--- src/pkg/supply_monitor_pkg.sv ---
// Package with register map, field layout and types of the supply monitor control.
package supply_monitor_pkg;

  // Register byte addresses.
  localparam logic [15:0] DETECTOR_ENABLE_ADDR = 16'h5100;
  localparam logic [15:0] DETECTOR_LEVEL_SELECT_ADDR = 16'h5101;
  localparam logic [15:0] DETECTOR_RESULT_ADDR = 16'h5102;

  // Field positions and widths.
  localparam int DETECT_ENABLE_BIT_POS = 0;
  localparam int LOW_SUPPLY_RESULT_BIT_POS = 0;
  localparam int LEVEL_SELECT_WIDTH = 5;

  // Reset values.
  localparam logic DETECT_ENABLE_RESET = 1'h0;
  localparam logic [4:0] LEVEL_SELECT_RESET = 5'h00;
  localparam logic LOW_SUPPLY_RESULT_RESET = 1'h0;

  // Valid level select codes, highest and lowest comparison level.
  localparam logic [4:0] LEVEL_CODE_MAX = 5'h1a;
  localparam logic [4:0] LEVEL_CODE_MIN = 5'h0e;

  // Register bus request carried as one struct.
  typedef struct packed {
    logic [15:0] addr;
    logic [7:0] wdata;
    logic wr;
    logic rd;
  } reg_req_t;

  // Detector operating state, Gray coded along idle -> run.
  typedef enum logic [0:0] {
    ST_IDLE = 1'b0,
    ST_RUN = 1'b1
  } monitor_state_t;

endpackage : supply_monitor_pkg

--- src/core/supply_voltage_detect_ctrl.sv ---
// Register-side control of the supply voltage detector with frozen result on stop.
// Summary of operation
// - Writing one to the enable bit starts comparison against the selected level.
// - Writing zero to enable captures the present comparator outcome, holds it, stops.
// - While enabled the result bit follows the live comparator outcome.
// - Result reads one for supply below level, zero at or above it.
// - Codes 0x1a down to 0xe select thirteen levels; other codes are reserved.
// - The reference follows the current level code, even while detection runs.
// - After reset enable is zero and the level select holds code zero.
//
// The strobed register port is this design's own decision.
`timescale 1ns/10ps
`default_nettype none

module supply_voltage_detect_ctrl
  import supply_monitor_pkg::*;
(
  input wire logic i_ref_clk,
  input wire logic i_resetn,
  input wire logic [15:0] i_addr,
  input wire logic [7:0] i_wdata,
  input wire logic i_wr,
  input wire logic i_rd,
  output logic [7:0] o_rdata,
  input wire logic i_cmp_low,
  output logic o_detector_on,
  output logic [4:0] o_level_code,
  output logic o_level_valid
);

  reg_req_t req;
  monitor_state_t state;
  monitor_state_t next_state;
  logic detect_enable_bit;
  logic [4:0] level_select_field;
  logic low_supply_result_bit;
  logic enable_write;
  logic level_write;

  // True when a level code names one of the thirteen real comparison levels.
  function automatic logic level_code_ok(input logic [4:0] code);
    level_code_ok = (code >= LEVEL_CODE_MIN) && (code <= LEVEL_CODE_MAX);
  endfunction

  // Bundle the bus request and decode write targets.
  assign req = '{addr: i_addr, wdata: i_wdata, wr: i_wr, rd: i_rd};
  assign enable_write = req.wr && (req.addr == DETECTOR_ENABLE_ADDR);
  assign level_write = req.wr && (req.addr == DETECTOR_LEVEL_SELECT_ADDR);

  // Enable bit register; only bit zero is stored, the rest is reserved.
  always_ff @(posedge i_ref_clk or negedge i_resetn) begin
    if (!i_resetn) begin
      detect_enable_bit <= DETECT_ENABLE_RESET;
    end else if (enable_write) begin
      detect_enable_bit <= req.wdata[DETECT_ENABLE_BIT_POS];
    end
  end

  // Level select register; reserved codes are stored as written, the comparator decides.
  always_ff @(posedge i_ref_clk or negedge i_resetn) begin
    if (!i_resetn) begin
      level_select_field <= LEVEL_SELECT_RESET;
    end else if (level_write) begin
      level_select_field <= req.wdata[LEVEL_SELECT_WIDTH-1:0];
    end
  end

  // Run state tracks the enable bit so the analog side is powered only when needed.
  always_comb begin
    next_state = state;
    unique case (state)
      ST_IDLE: begin
        if (detect_enable_bit) begin
          next_state = ST_RUN;
        end
      end
      ST_RUN: begin
        if (!detect_enable_bit) begin
          next_state = ST_IDLE;
        end
      end
    endcase
  end

  always_ff @(posedge i_ref_clk or negedge i_resetn) begin
    if (!i_resetn) begin
      state <= ST_IDLE;
    end else begin
      state <= next_state;
    end
  end

  // Result bit samples the comparator while enabled. The write of zero to enable takes
  // one last sample in that same cycle, so the value seen at the stop is the one frozen.
  always_ff @(posedge i_ref_clk or negedge i_resetn) begin
    if (!i_resetn) begin
      low_supply_result_bit <= LOW_SUPPLY_RESULT_RESET;
    end else if (detect_enable_bit) begin
      low_supply_result_bit <= i_cmp_low;
    end
  end

  // Analog side controls. The reference is driven straight from the register so a new
  // code applies at once; software must still allow the settling time before trusting it.
  // Live reference code.
  assign o_level_code = level_select_field;
  assign o_level_valid = level_code_ok(level_select_field);
  assign o_detector_on = (state == ST_RUN);

  // Read data stand in the cycle after the read strobe; unmapped addresses read zero.
  always_ff @(posedge i_ref_clk or negedge i_resetn) begin
    if (!i_resetn) begin
      o_rdata <= 8'h00;
    end else if (req.rd) begin
      unique case (req.addr)
        DETECTOR_ENABLE_ADDR: o_rdata <= {7'h00, detect_enable_bit};
        DETECTOR_LEVEL_SELECT_ADDR: o_rdata <= {3'h0, level_select_field};
        DETECTOR_RESULT_ADDR: o_rdata <= {7'h00, low_supply_result_bit};
        default: o_rdata <= 8'h00;
      endcase
    end else begin
      o_rdata <= 8'h00;
    end
  end

endmodule // supply_voltage_detect_ctrl

`default_nettype wire

--- config.mk ---
export PLATFORM = sky130hd
export DESIGN_NAME = supply_voltage_detect_ctrl
export DESIGN_NICKNAME = d
export VERILOG_FILES = /design/src/pkg/supply_monitor_pkg.sv /design/src/core/supply_voltage_detect_ctrl.sv
export SDC_FILE = /design/constraint.sdc
export NUM_CORES = 1
export LEC_CHECK = 0
export ABC_CLOCK_PERIOD_IN_PS = 900
export CAP_MARGIN = 20
export CORE_AREA = 2 2 39 41
export DETAILED_ROUTE_END_ITERATION = 8
export DIE_AREA = 0 0 41 43
export DONT_BUFFER_PORTS = 1
export GPL_TIMING_DRIVEN = 0
export HOLD_SLACK_MARGIN = 0.05
export PLACE_DENSITY = 0.77
export SLEW_MARGIN = 30
export SYNTH_ARGS = -nofsm -noshare
export SYNTH_HDL_FRONTEND = slang
export SYNTH_SLANG_ARGS = --single-unit
--- constraint.sdc ---
create_clock -name i_ref_clk -period 0.9 [get_ports i_ref_clk]
set_input_delay 0.045 -clock i_ref_clk [delete_from_list [all_inputs] [get_ports i_ref_clk]]
set_output_delay 0.045 -clock i_ref_clk [all_outputs]
set_load 0.005 [all_outputs]
==> impl_results.md <==
* Critical Path AT at 1040 ps
* Number of distinct library cells after synthesis at 23
* Hold WS at -166.2 ps
* Final Util at 0.5868
* HP Start: i_addr[1]
* Placement Cell Area at 663.1 sq um
* Peak supply drop at 0.5792 mV
* WL final at around 1200 microns
* CTS clk-pin slew, worst paths at 80 ps
* Vias in the first global route at 417
* Via density per instance at 5.481
* Initial drt markers at 6
* Hold Violations, Final at 4
* Initial antenna violation count at 0
* DRC errors left at 0
* Max-cap violations at 0
* Worst setup margin at -183.8 ps
* Worst Hold Class: input pin to flip-flop
* Fraction of final layout cells sized beyond drive strength 1 at 0.3968
* RSZ-0062 raised after global routing: true
* Final net count at 93
* Via count at roughly 430
* Area grow syn2layout at 27.76%
* Core area at 1384 sq um
* Filler instances at 101
* Commonest non-fill, non-tap cell in the layout: dfrtp_1
* Dominant cells by area after synthesis: dfrtp_1 (51%), mux2_2 (12%), nand4b_4 (3.7%)
* FMAX at a little over 900 MHz
* Total GRT Usage at 0.1613
* Post-layout total power at just over 1 mW
* Failing checks: hold timing, setup timing
* Fin Setup TNS at -253.9 ps
* CTS tree: yes
* Cells after synthesis at 47
* HPWL after detailed placement at a little under 1000 microns
* Post-Syn Area at 635.6 sq um
* Site row count at 14
* Cell Pwr Density at 1251 nW/um^2
* Remaining antenna violation count after routing at 0
* Rel. slew slack at 0.6271
* Final Cycle Share at 1.204
* Largest net degree at the start of global routing at 14
* Initial cell density of the core at 0.4593
* Critical path startpoint category: flip-flop
* Fin area at 812.0 sq um
* I/O Pins at 44
* Status: complete, but fails checks
* Die width at about 40 microns
* H-tree depth at 1
* Clock Skews at around 1.2 ps
* Share of the synthesized area in the top cell type at 0.5118
* Synthesized area per cell at 13.52 sq um
* Minimum clock period at 1084 ps
* Clock tree root driver cell: clkbuf_4
* Reg2reg start: o_level_code[0]
* GR Overflow Total at 0
* Clock Latency Late Sink at 270 ps
* First-pass GRT wire length at 1863 microns
* CTS max path bufs at 2
* Yosys warns at 0
* Die area at 1763 sq um
* CP Launch Point: o_level_code[1]
* Final setup viols at 3
* Gpl congestion at 0.6140
* Max Slew Vio Count at 0
* Worst Setup End Kind: output pin
* #FFs+latches synth at 13
* Drt first pass iters at 4
* Seq/Total Area, Yosys at 0.5118
* Reg2Reg Setup Slack at -10 ps
* Antenna cells at 0
* CTS sink cnt at 13
* Drt wl/cell at 15.70 microns
* FF/Latch Area at 326.6 sq um
* Port buffer count at 0
* Commonest cells after routing, fill and taps aside: dfrtp_1 (12), dlygate4sd3_1 (8), mux2_2 (7)
* Hold buffers post-CTS at 9
* CTS buffer count at 3
* CP required at 850 ps
* Largest area contributor in the synthesized netlist: dfrtp_1
* Height of the die at 43 microns
* Multi-input gate area at 312.8 sq um
* Worst Tran Pin Value at 557.6 ps
* Critical path class: flip-flop to output pin
* CP max FO at 5
* Leak Pwr at 0.3818 nW
-- synth_stat cells, drive strengths merged --
cell / n
nor4b: 2
nor2: 1
dfrtp: 13
and4: 1
o21ai: 3
nand4b: 1
nor4: 2
and2: 3
nand3b: 1
buf: 3
and4bb: 1
nand2: 1
inv: 1
mux2: 7
and3: 1
mux2i: 1
nand4: 1
nor3: 1
a21oi: 1
conb: 1
nand3: 1
-- final timing paths --
kind | to | cells after the start
setup / recovery | o_level_valid | 3
hold / removal | o_rdata[3] | 1
setup reg to reg | o_rdata[0] | 3
hold reg to reg | o_detector_on | 0
max in group asynchronous | o_level_code[3] | 1
min in group asynchronous | o_detector_on | 1
-- flip-flops by register name (all words and copies together), names as in the netlist --
| register | flops |
|---|---|
| o_level_code | 5 |
| low_supply_result_bit | 1 |
| detect_enable_bit | 1 |
| o_detector_on | 1 |
| o_rdata | 5 |
-- routing by layer --
layer	up-vias	routed length (microns)	global-route usage
met5	-	0	0
li1	198	-	-
met3	2	103	0.06806
met1	207	428	0.1628
met2	26	691	0.2750
met4	0	16	0.06000
-- final cells by class --
class / count / area share
sequential: 13 / 0.4022
multi-input combinational: 32 / 0.3852
clock buffer: 4 / 0.03236
tap: 16 / 0.02465
inverter: 1 / 0.004622
timing repair buffer: 10 / 0.1233
buffer: 3 / 0.02773
-- cell families after synthesis --
group,after synthesis,share of synthesized area
flops,13,0.5118
buf+inv,4,0.04133
simple gates,17,0.2697
mux,8,0.1398
other cells,1,0.005900
compound gates,4,0.03148
-- where the power goes --
part,switching (mW),internal (mW)
registers,0.000294,0.584
logic,0.0279,0.0494
clock network,0.183,0.172
-- per-stage QoR --
stage | setup slack (ps) | std cells
4_1_cts | -187.6 | 79
3_3_place_gp | -395.9 | 65
3_5_place_dp | -405.8 | 65
6_report | -183.8 | 79
2_1_floorplan | -318.8 | 49
5_1_grt | -216.9 | 79
-- critical path, stage by stage, from the launching register on --
cell     delay, ps
dfrtp_1        430
a21oi_1        160
o21ai_1         60
o21ai_1        120
-- timing repair --
action	CTS	global route
hold endpoints to repair	25	6
pin swaps	4	3
setup endpoints to repair	4	11
buffers inserted	1	0
gates resized for setup	5	5
Note: power is estimated with default switching activity, not from simulation.
